==> src/tmc_pkg.sv <==
// Shared constants for the temperature correction and measurement configuration block
package tmc_pkg;
	// ==========================================
	// Register map
	localparam logic [7:0] TMC_ADDR_REMOTE1_CORR = 8'h70;
	localparam logic [7:0] TMC_ADDR_LOCAL_CORR = 8'h71;
	localparam logic [7:0] TMC_ADDR_REMOTE2_CORR = 8'h72;
	localparam logic [7:0] TMC_ADDR_MEAS_CONFIG = 8'h73;
	localparam logic [7:0] TMC_CORR_RESET = 8'h00;
	localparam logic [7:0] TMC_CONFIG_RESET = 8'h00;
	localparam logic [7:0] TMC_READ_UNMAPPED = 8'h00;
	localparam logic [7:0] TMC_DUTY_OFF = 8'h00;

	// ==========================================
	// Measurement configuration fields
	localparam int TMC_FAN_SENSE_LSB = 0;
	localparam int TMC_FAN_COUNT = 4;
	localparam int TMC_BIT_AVG_DISABLE = 4;
	localparam int TMC_BIT_DIV_BYPASS = 5;
	localparam int TMC_BIT_SINGLE_SINGLE_CHANNEL_CONVERT = 6;
	localparam int TMC_BIT_POWER_DOWN = 7;

	// ==========================================
	// Temperature format: two fraction bits, one step is a quarter degree
	localparam int TMC_TEMP_W = 10;
	localparam int TMC_CORR_W = 8;
	localparam int TMC_TEMP_CHANNELS = 3;
	localparam int TMC_CH_REMOTE1 = 0;
	localparam int TMC_CH_LOCAL = 1;
	localparam int TMC_CH_REMOTE2 = 2;
	localparam int TMC_PWM_COUNT = 3;

	// ==========================================
	// Single-channel select codes
	localparam logic [2:0] TMC_SEL_2V5 = 3'h0;
	localparam logic [2:0] TMC_SEL_SUPPLY = 3'h2;
	localparam logic [2:0] TMC_SEL_REMOTE1 = 3'h5;
	localparam logic [2:0] TMC_SEL_LOCAL = 3'h6;
	localparam logic [2:0] TMC_SEL_REMOTE2 = 3'h7;

	typedef enum logic [2:0] {
		TMC_CHAN_2V5,
		TMC_CHAN_SUPPLY,
		TMC_CHAN_REMOTE1,
		TMC_CHAN_LOCAL,
		TMC_CHAN_REMOTE2,
		TMC_CHAN_NONE
	} tmc_chan_t;
endpackage

==> src/tmc_meas_config.sv <==
// Temperature correction registers and measurement configuration register
`timescale 1ns/1ps
// How it works
// - The local result gets the local correction register added as a signed quarter-degree value.
// - The second remote result gets its own signed quarter-degree correction added.
// - With the global lock set, writes to every correction register are dropped without effect.
// - All correction registers reset to zero so no correction applies until software writes one.
// - Config bits 0 to 3 choose per fan between pulse counting (clear) and two-wire resistor sensing (set).
// - Config bit 4 turns averaging off for temperature and voltage conversions.
// - Config bit 5 removes the divider from the 2.5 V input.
// - Config bit 6 replaces round-robin with repeated conversion of one selected input.
// - In single-channel mode with the test start bit set, conversions start on the external start clock.
// - The single channel comes from the three top bits of the first fan minimum-speed high byte.
// - Select codes 000, 010, 101, 110, 111 pick 2.5 V, supply, remote 1, local and remote 2.
// - Config bit 7 powers down: fan drives go inactive and duty readback shows zero.
// - The first remote result gets its own signed quarter-degree correction added.
module tmc_meas_config #(
	parameter int TEMP_W = tmc_pkg::TMC_TEMP_W,
	parameter int CORR_W = tmc_pkg::TMC_CORR_W,
	parameter int FAN_COUNT = tmc_pkg::TMC_FAN_COUNT,
	parameter int PWM_COUNT = tmc_pkg::TMC_PWM_COUNT
) (
	input wire logic ref_clk,
	input wire logic nrst,
	input wire logic ce,
	// Register port from the serial management engine
	input wire logic [7:0] reg_addr,
	input wire logic reg_wr,
	input wire logic [7:0] reg_wdata,
	input wire logic reg_rd,
	output logic [7:0] reg_rdata,
	// Neighbouring register bits
	input wire logic config_lock,
	input wire logic ext_start_enable,
	input wire logic [7:0] fan1_min_high_byte,
	// External conversion start pin, asynchronous
	input wire logic ext_start_pin,
	// Raw results from the converter
	input wire logic [TEMP_W-1:0] raw_remote1_temp,
	input wire logic [TEMP_W-1:0] raw_local_temp,
	input wire logic [TEMP_W-1:0] raw_remote2_temp,
	input wire logic [tmc_pkg::TMC_TEMP_CHANNELS-1:0] raw_temp_valid,
	output logic [TEMP_W-1:0] remote1_temp,
	output logic [TEMP_W-1:0] local_temp,
	output logic [TEMP_W-1:0] remote2_temp,
	output logic [tmc_pkg::TMC_TEMP_CHANNELS-1:0] temp_valid,
	// Configuration outputs to the sequencer and fan logic
	output logic [FAN_COUNT-1:0] fan_two_wire_sense,
	output logic averaging_disable,
	output logic input_divider_bypass,
	output logic single_channel_convert,
	output tmc_pkg::tmc_chan_t single_channel_sel,
	output logic ext_clock_start_mode,
	output logic ext_convert_start,
	output logic power_down,
	// Fan drive and duty readback
	input wire logic [PWM_COUNT-1:0] fan_drive_in,
	input wire logic [PWM_COUNT-1:0] fan_inactive_level,
	input wire logic [PWM_COUNT*8-1:0] duty_current_in,
	output logic [PWM_COUNT-1:0] fan_drive_out,
	output logic [PWM_COUNT*8-1:0] duty_current_read
);
	import tmc_pkg::*;

	// ==========================================
	// Decode of the single-channel select field
	function automatic tmc_chan_t decode_channel(input logic [2:0] code);
		tmc_chan_t ch;
		ch = TMC_CHAN_NONE;
		if (code == TMC_SEL_2V5) begin
			ch = TMC_CHAN_2V5;
		end else if (code == TMC_SEL_SUPPLY) begin
			ch = TMC_CHAN_SUPPLY;
		end else if (code == TMC_SEL_REMOTE1) begin
			ch = TMC_CHAN_REMOTE1;
		end else if (code == TMC_SEL_LOCAL) begin
			ch = TMC_CHAN_LOCAL;
		end else if (code == TMC_SEL_REMOTE2) begin
			ch = TMC_CHAN_REMOTE2;
		end
		return ch;
	endfunction

	logic [CORR_W-1:0] corr_reg [TMC_TEMP_CHANNELS];
	logic [7:0] config_reg;
	logic [TEMP_W-1:0] raw_temp [TMC_TEMP_CHANNELS];
	logic [TEMP_W-1:0] corr_temp [TMC_TEMP_CHANNELS];
	logic [TMC_TEMP_CHANNELS-1:0] corr_hit;
	logic config_hit;
	logic write_ok;
	logic [7:0] rdata_next;
	logic start_sync1_reg;
	logic start_sync2_reg;
	logic start_prev_reg;
	logic start_edge;
	logic start_pulse_reg;
	logic [PWM_COUNT-1:0] drive_reg;
	logic [PWM_COUNT*8-1:0] duty_reg;

	// ==========================================
	// Address decode; locked registers ignore writes silently
	assign write_ok = reg_wr && !config_lock;
	assign corr_hit[TMC_CH_REMOTE1] = (reg_addr == TMC_ADDR_REMOTE1_CORR);
	assign corr_hit[TMC_CH_LOCAL] = (reg_addr == TMC_ADDR_LOCAL_CORR);
	assign corr_hit[TMC_CH_REMOTE2] = (reg_addr == TMC_ADDR_REMOTE2_CORR);
	assign config_hit = (reg_addr == TMC_ADDR_MEAS_CONFIG);

	assign raw_temp[TMC_CH_REMOTE1] = raw_remote1_temp;
	assign raw_temp[TMC_CH_LOCAL] = raw_local_temp;
	assign raw_temp[TMC_CH_REMOTE2] = raw_remote2_temp;

	// ==========================================
	// Correction registers and adders, one per temperature channel
	for (genvar i = 0; i < TMC_TEMP_CHANNELS; i++) begin : g_chan
		always_ff @(posedge ref_clk or negedge nrst) begin
			if (!nrst) begin
				corr_reg[i] <= TMC_CORR_RESET;
			end else if (ce && write_ok && corr_hit[i]) begin
				corr_reg[i] <= reg_wdata;
			end
		end

		// Corrected value is what gets stored, so limit logic never sees raw data
		tmc_temp_correct #(
			.TEMP_W(TEMP_W),
			.CORR_W(CORR_W)
		) u_correct (
			.ref_clk(ref_clk),
			.nrst(nrst),
			.ce(ce),
			.raw_temp(raw_temp[i]),
			.raw_valid(raw_temp_valid[i]),
			.correction(corr_reg[i]),
			.corrected_temp(corr_temp[i]),
			.corrected_valid(temp_valid[i])
		);
	end

	assign remote1_temp = corr_temp[TMC_CH_REMOTE1];
	assign local_temp = corr_temp[TMC_CH_LOCAL];
	assign remote2_temp = corr_temp[TMC_CH_REMOTE2];

	// ==========================================
	// Measurement configuration register
	always_ff @(posedge ref_clk or negedge nrst) begin
		if (!nrst) begin
			config_reg <= TMC_CONFIG_RESET;
		end else if (ce && write_ok && config_hit) begin
			config_reg <= reg_wdata;
		end
	end

	// Field breakout to the sequencer and fan speed logic
	assign fan_two_wire_sense = config_reg[TMC_FAN_SENSE_LSB +: FAN_COUNT];
	assign averaging_disable = config_reg[TMC_BIT_AVG_DISABLE];
	assign input_divider_bypass = config_reg[TMC_BIT_DIV_BYPASS];
	assign single_channel_convert = config_reg[TMC_BIT_SINGLE_SINGLE_CHANNEL_CONVERT];
	assign power_down = config_reg[TMC_BIT_POWER_DOWN];
	// Undefined codes give no channel; the sequencer then holds off
	assign single_channel_sel = single_channel_convert ?
		decode_channel(fan1_min_high_byte[7:5]) : TMC_CHAN_NONE;
	assign ext_clock_start_mode = single_channel_convert && ext_start_enable;

	// ==========================================
	// External start pin: two-stage sync, then rising-edge detect
	assign start_edge = start_sync2_reg && !start_prev_reg;

	always_ff @(posedge ref_clk or negedge nrst) begin
		if (!nrst) begin
			start_sync1_reg <= 1'b0;
			start_sync2_reg <= 1'b0;
			start_prev_reg <= 1'b0;
			start_pulse_reg <= 1'b0;
		end else if (ce) begin
			start_sync1_reg <= ext_start_pin;
			start_sync2_reg <= start_sync1_reg;
			start_prev_reg <= start_sync2_reg;
			start_pulse_reg <= start_edge && ext_clock_start_mode;
		end
	end

	assign ext_convert_start = start_pulse_reg;

	// ==========================================
	// Power-down gating of fan drives and duty readback
	for (genvar p = 0; p < PWM_COUNT; p++) begin : g_pwm
		always_ff @(posedge ref_clk or negedge nrst) begin
			if (!nrst) begin
				drive_reg[p] <= 1'b0;
				duty_reg[p*8 +: 8] <= TMC_DUTY_OFF;
			end else if (ce) begin
				drive_reg[p] <= power_down ? fan_inactive_level[p] : fan_drive_in[p];
				duty_reg[p*8 +: 8] <= power_down ? TMC_DUTY_OFF : duty_current_in[p*8 +: 8];
			end
		end
	end

	assign fan_drive_out = drive_reg;
	assign duty_current_read = duty_reg;

	// ==========================================
	// Read mux, registered; unmapped addresses read zero
	assign rdata_next = corr_hit[TMC_CH_REMOTE1] ? corr_reg[TMC_CH_REMOTE1] :
		corr_hit[TMC_CH_LOCAL] ? corr_reg[TMC_CH_LOCAL] :
		corr_hit[TMC_CH_REMOTE2] ? corr_reg[TMC_CH_REMOTE2] :
		config_hit ? config_reg : TMC_READ_UNMAPPED;

	always_ff @(posedge ref_clk or negedge nrst) begin
		if (!nrst) begin
			reg_rdata <= TMC_READ_UNMAPPED;
		end else if (ce && reg_rd) begin
			reg_rdata <= rdata_next;
		end
	end
endmodule // tmc_meas_config

==> src/tmc_temp_correct.sv <==
// Adds a signed quarter-degree correction to one raw temperature result
`timescale 1ns/1ps
module tmc_temp_correct #(
	parameter int TEMP_W = tmc_pkg::TMC_TEMP_W,
	parameter int CORR_W = tmc_pkg::TMC_CORR_W
) (
	input wire logic ref_clk,
	input wire logic nrst,
	input wire logic ce,
	input wire logic [TEMP_W-1:0] raw_temp,
	input wire logic raw_valid,
	input wire logic [CORR_W-1:0] correction,
	output logic [TEMP_W-1:0] corrected_temp,
	output logic corrected_valid
);
	import tmc_pkg::*;

	localparam int SUM_W = TEMP_W + 1;

	logic signed [SUM_W-1:0] raw_ext;
	logic signed [SUM_W-1:0] corr_ext;
	logic signed [SUM_W-1:0] sum;
	logic overflow_pos;
	logic overflow_neg;
	logic [TEMP_W-1:0] sat_value;
	logic [TEMP_W-1:0] max_value;
	logic [TEMP_W-1:0] min_value;

	// ==========================================
	// Sign-extended sum, one guard bit catches overflow
	assign raw_ext = SUM_W'($signed(raw_temp));
	assign corr_ext = SUM_W'($signed(correction));
	assign sum = raw_ext + corr_ext;
	assign max_value = {1'b0, {(TEMP_W-1){1'b1}}};
	assign min_value = {1'b1, {(TEMP_W-1){1'b0}}};
	// Clamp instead of wrapping: a wrapped hot reading would look cold to limit logic
	assign overflow_pos = (sum[SUM_W-1] == 1'b0) && (sum[TEMP_W-1] == 1'b1);
	assign overflow_neg = (sum[SUM_W-1] == 1'b1) && (sum[TEMP_W-1] == 1'b0);
	assign sat_value = overflow_pos ? max_value : (overflow_neg ? min_value : sum[TEMP_W-1:0]);

	// ==========================================
	// Result register, updated only when a new raw result arrives
	always_ff @(posedge ref_clk or negedge nrst) begin
		if (!nrst) begin
			corrected_temp <= '0;
			corrected_valid <= 1'b0;
		end else if (ce) begin
			corrected_valid <= raw_valid;
			if (raw_valid) begin
				corrected_temp <= sat_value;
			end
		end
	end
endmodule // tmc_temp_correct

==> config.mk <==
export PLATFORM = sky130hd
export DESIGN_NAME = tmc_meas_config
export DESIGN_NICKNAME = d
export VERILOG_FILES = /design/src/tmc_pkg.sv /design/src/tmc_meas_config.sv /design/src/tmc_temp_correct.sv
export SDC_FILE = /design/constraint.sdc
export NUM_CORES = 1
export LEC_CHECK = 0
export BUFFER_PORTS_ARGS = -buffer_cell sky130_fd_sc_hd__buf_2
export CAP_MARGIN = 10
export CORE_UTILIZATION = 52
export DETAILED_ROUTE_END_ITERATION = 8
export GPL_ROUTABILITY_DRIVEN = 1
export PLACE_DENSITY_LB_ADDON = 0.12
export RECOVER_POWER = 25
export SLEW_MARGIN = 10
export SYNTH_ARGS = -nofsm -noshare
export SYNTH_HDL_FRONTEND = slang
export SYNTH_SLANG_ARGS = --single-unit
==> constraint.sdc <==
create_clock -name ref_clk -period 2.61 [get_ports ref_clk]
set_input_delay 0 -clock ref_clk [delete_from_list [all_inputs] [get_ports ref_clk]]
set_output_delay 0 -clock ref_clk [all_outputs]
set_load 0.1 [all_outputs]
# After elaboration in Yosys (flattened, before gate mapping)
# Cells that the tools add are included.
# totals
reg_bits	104
in_bits	95
out_inout_bits	81
wordCells	82
# op_classes
add_sub_neg	3
eq_ne	8
n_mux	22
bitwise	6
reduce_logical	22
# op_table
op	n
$mux 10	6
$mux 8	7
$add 10x8->11	3
$eq 8x7->1 const B	4
$logic_and 1x1->1	16
$mux 3	5
$eq 3x3->1 const B	3
$not 1->1	6
$reduce_and 2->1	3
$mux 1	4
$eq 3x2->1 const B	1
$logic_not 3->1	1
$logic_not 1->1	2

# Depth between registers and ports, before layout
# depth
depth_word	7
mapped_depth	11
ltp_nobuf	10

# Hierarchy
# From an unflattened synthesis, not the netlist that was laid out.
# hier_totals
hier_cells	542
hier_area_um2	5826.8
# by_module_without_submodules
mod	instances	cells_each	area_each_um2	seq_area_each_um2
tmc_meas_config	1	241	3189.3	1776.7
tmc_temp_correct at g_chan[1].u_correct ...	2	98	862.1	275.3
tmc_temp_correct at g_chan[0].u_correct	1	105	913.4	275.3

# Worst setup path before layout
# No wires, ideal clock.
# synth_path
path_type	register to register
from	reg corr_reg[0] (netlist name)
to	reg g_chan[2].u_correct.corrected_temp[7]
setup_ps	96
arrival_ps	2265
t_required_ps	2514
slack_ps	250
path_stages_with_launch	12
n_path_buf	1
synth_period_minus_slack_ps	2360
path_cell_list	dfrtp_1 > ha_1 > inv_1 > fa_1 > nand2b_1 > a21oi_1 > a211oi_1 > o221a_2 > o311a_1 > buf_6 > or2_1 > o31ai_1
# synth_between
elab_chain_cells	5
word_cells_on_any_way	7
classes_between	add/sub (1); mux (2); bitwise (2); reduce/logical (2)
# synth_lines
element	line	text
start: declaration	tmc_meas_config.sv:84	logic [CORR_W-1:0] corr_reg [TMC_TEMP_CHANNELS];
start signal: indexed assignment	tmc_meas_config.sv:119	corr_reg[i] <= reg_wdata;
$add 10x8->11 *	tmc_temp_correct.sv:33	assign sum = raw_ext + corr_ext;
$not 1->1	tmc_temp_correct.sv:38	assign overflow_neg = (sum[SUM_W-1] == 1'b1) && (sum[TEMP_W-1] == 1'b0);
$logic_and 1x1->1	tmc_temp_correct.sv:38	
$mux 10	tmc_temp_correct.sv:39	assign sat_value = overflow_pos ? max_value : (overflow_neg ? min_value : sum[TEMP_W-1:0]);
$mux 10 *	tmc_temp_correct.sv:39	
end signal: assignment	tmc_temp_correct.sv:50	corrected_temp <= sat_value;
end: declaration	tmc_temp_correct.sv:13	output logic [TEMP_W-1:0] corrected_temp,
# Every way passes the cells marked *; elsewhere a longest branch is shown, timed or not.
# A chain may end at the register's enable or synchronous reset.

# Worst setup path in the final report
# layout_path
from	reg corr_reg[19] (netlist name)
to	reg g_chan[0].u_correct.corrected_temp[5]
# layout_between
elab_chain_cells	5
word_cells_on_any_way	7
classes_between	add/sub (1); mux (2); bitwise (2); reduce/logical (2)
# layout_lines
element	line
$add 10x8->11 *	tmc_temp_correct.sv:33
$not 1->1	tmc_temp_correct.sv:38
$logic_and 1x1->1	tmc_temp_correct.sv:38
$mux 10	tmc_temp_correct.sv:39
$mux 10 *	tmc_temp_correct.sv:39
end signal: assignment	tmc_temp_correct.sv:50
end: declaration	tmc_temp_correct.sv:13
# Marks and branches as above.

==> impl_results.md <==
- Clock Path Buffers: 2
- Fin util: 0.703
- Hold path depth: 4
- Top cell type's share of synthesized area: 0.453
- Design Area, Final: 7390 um^2
- Die area: 11500 um^2
- Asr flop ratio synth: 1.00
- Avg WL per Cell: approximately 16 um
- GP Congestion: 0.859
- Placed cell areas: 6710 um^2
- Clock skew: approximately 0.011 ns
- Input/output buffers: 170
- Setup crit start kind: flop
- Fillers: 808
- Crit. End Element: flop
- Post-Synthesis Cells: 571
- Synth top area cells: dfrtp_1 45%, mux2_2 6.7%, ha_1 6.5%
- CTS root buf: clkbuf_8
- Final cell count without fillers: between 900 and 1000
- Clock Pin Slew Worst Setup and Hold Paths: 0.11 ns
- Via Count: 4926
- Initial antenna violation count: 0
- Most frequently used flop master after synthesis: dfrtp_1
- Critical Path AT: 2.71 ns
- Remaining antenna violation count: 0
- Status: finished, violations left
- # IOs: 176
- Largest net degree at the start of global routing: 91
- Drt first pass iters: 4
- Largest register FFs: 30
- Final hold violations: 0
- Seq/Total Area, Yosys: 0.453
- EDFF count, synth: 0
- Failing checks: max-capacitance violations, max-slew violations
- Max_cap viols: 1
- Area delta synth->final: 28.7%
- TritonCTS clock tree: built
- Die W: 107 um
- Top-count cell post-synth: dfrtp_1
- Yosys warnings: 0
- Initial core utilization: 0.546
- Setup WS post-layout: 0.138 ns
- Peak supply drop: 0.431 mV
- Fraction of layout instances using a drive strength above 1: 0.319
- Rel. slew slack: -0.352
- Gr ovfl total: 0
- TritonCTS sink count: between 100 and 150
- Critical path class: reg2reg
- Diode count: 0
- Min-delay worst type: in2reg
- Final Slew Violations: 91
- Mean Syn Cell Area: 10.1 um^2
- Sequential power share: 0.427
- Cell area after synthesis: 5740 um^2
- DP Cell Count: about 860
- DR vias/cell: 5.32
- Seq. cell area: 2600 um^2
- DP Worst Slack: 0.0774 ns
- H-Tree Depth: 3
- Netlist cell types: 51
- Fin crit share: 0.947
- Synth top cells by count: 104 x dfrtp_1, 53 x nand2_1, 50 x inv_1, 50 x o21ai_0, 46 x a21oi_1
- Post-DP HPWL: between 10000 and 15000 um
- Mapped Nets: 699
- DR iter-0 viols: 326
- Fin nets: 913
- Actual slew at the worst max-slew pin: 2.03 ns
- Core area: 10500 um^2
- Crit-path max FO: 6
- Fmax: 405 MHz
- Count of final setup violators: 0
- Power Internal: 2.41 mW
- Leak: around 3.7 nW
- Sw power: 1.80 mW
- Dominant cell type by area after synthesis: dfrtp_1
- Cell Pwr Density: 568 nW/um^2
- Clock power frac: 0.236
- Worst r2r path cells: 8
- Vias in the first global route: between 4000 and 5000
- Post-Route WL: 14800 um
- Die Ht: 107 um
- Num CTS Buffers: 9
- Rows: 37
- Pwr Total: roughly 4.2 mW
- Global-route wire length before repair: 23300 um
- Tot GR Track Use: 0.263
- Minimum clock period: 2.47 ns
- Yosys reg bits: 104
- Switching fraction of total power: 0.427
- Gate power share: 0.337
- Insertion delay to the later sink of the worst-skew pair: 0.38 ns
- DRC errors left: 0
- Area of the multi-input gates: 2900 um^2
- WP data required: 2.85 ns
-- cells by family (layout without fill, tap and decap cells) --
group,Yosys count,in the layout,synth area share
compound gates,128,128,0.134
xor+xnor,19,19,0.0290
fa+ha+maj,33,33,0.0759
buf+inv,69,288,0.0486
flops,104,104,0.453
mux,48,48,0.109
simple gates,170,170,0.150
-- per-stage QoR --
| stage | setup TNS [ns] | hold WS [ns] |
|---|---|---|
| after floorplan | 0 | -0.296 |
| after global placement | 0 | 0.210 |
| after detailed placement | 0 | 0.216 |
| after CTS | 0 | 0.0378 |
| after global routing | -0.0200 | 0.0619 |
| final | 0 | 0.0392 |
-- cell type report --
class,count,area share
clock buffer,9,0.0168
clock inverter,7,0.00830
inverter,50,0.0254
multi-input combinational,398,0.392
sequential,104,0.352
tap,136,0.0230
timing repair buffer,222,0.182
-- worst max-delay path, stage by stage, from the launching register on --
cell and delay, ns:
dfrtp_1 0.44, ha_1 0.37, o211ai_1 0.20, a21oi_1 0.06, a211oi_1 0.36, o31a_1 0.32
o31ai_4 0.11, nor2_1 0.33, a21oi_1 0.13
-- final timing paths --
kind                              startpoint                                    end  slack [ns]
min in group asynchronous               nrst                  duty_current_read[13]        0.76
min reg2reg                     reg_rdata[7]                           reg_rdata[7]        0.49
max                             corr_reg[19]  g_chan[0].u_correct.corrected_temp[5]        0.14
max reg2reg                     corr_reg[19]  g_chan[0].u_correct.corrected_temp[5]        0.14
max in group asynchronous               nrst  g_chan[0].u_correct.corrected_temp[5]        0.67
min                        raw_local_temp[0]  g_chan[1].u_correct.corrected_temp[0]        0.04
-- cells in the final DEF (no fill, tap or decap), types with 8 or more instances in the layout --
master	instances
ha_1	30
nor2_1	44
dlygate4sd3_1	43
mux2_2	34
xnor2_1	12
clkbuf_8	9
buf_2	169
o21ai_0	49
nand2b_1	8
nand3b_1	24
mux4_2	8
a21oi_1	44
dfrtp_1	104
buf_4	8
nand2_1	53
inv_1	50
-- metal layers --
layer / track usage / share of wire / wire length (um) / up-vias
li1: - / - / - / 2412
met1: 0.351 / 0.45 / 6630 / 2355
met2: 0.447 / 0.49 / 7240 / 144
met3: 0.0456 / 0.053 / 781 / 15
met4: 0.0636 / 0.012 / 171 / 0
met5: 0 / 0 / 0 / -
-- timing repair --
action / in CTS / in global routing
setup endpoints to repair: 0 / 27
buffers inserted: 0 / 4
endpoints found under the hold margin: 152 / 0
hold buffers: 43 / 0
gates resized for setup: 0 / 7
-- power by group through the flow --
stage                     logic (mW)  registers, mW  clock network (mW)
final                           1.42           1.79               0.992
after detailed placement        1.36           1.83                   0
after CTS                       1.41           1.79                1.00
after global routing            1.49           1.81                1.07
after global placement          1.34           1.82                   0
after floorplan                0.318           2.57                   0
No activity file was read; power rests on OpenSTA's default activity.
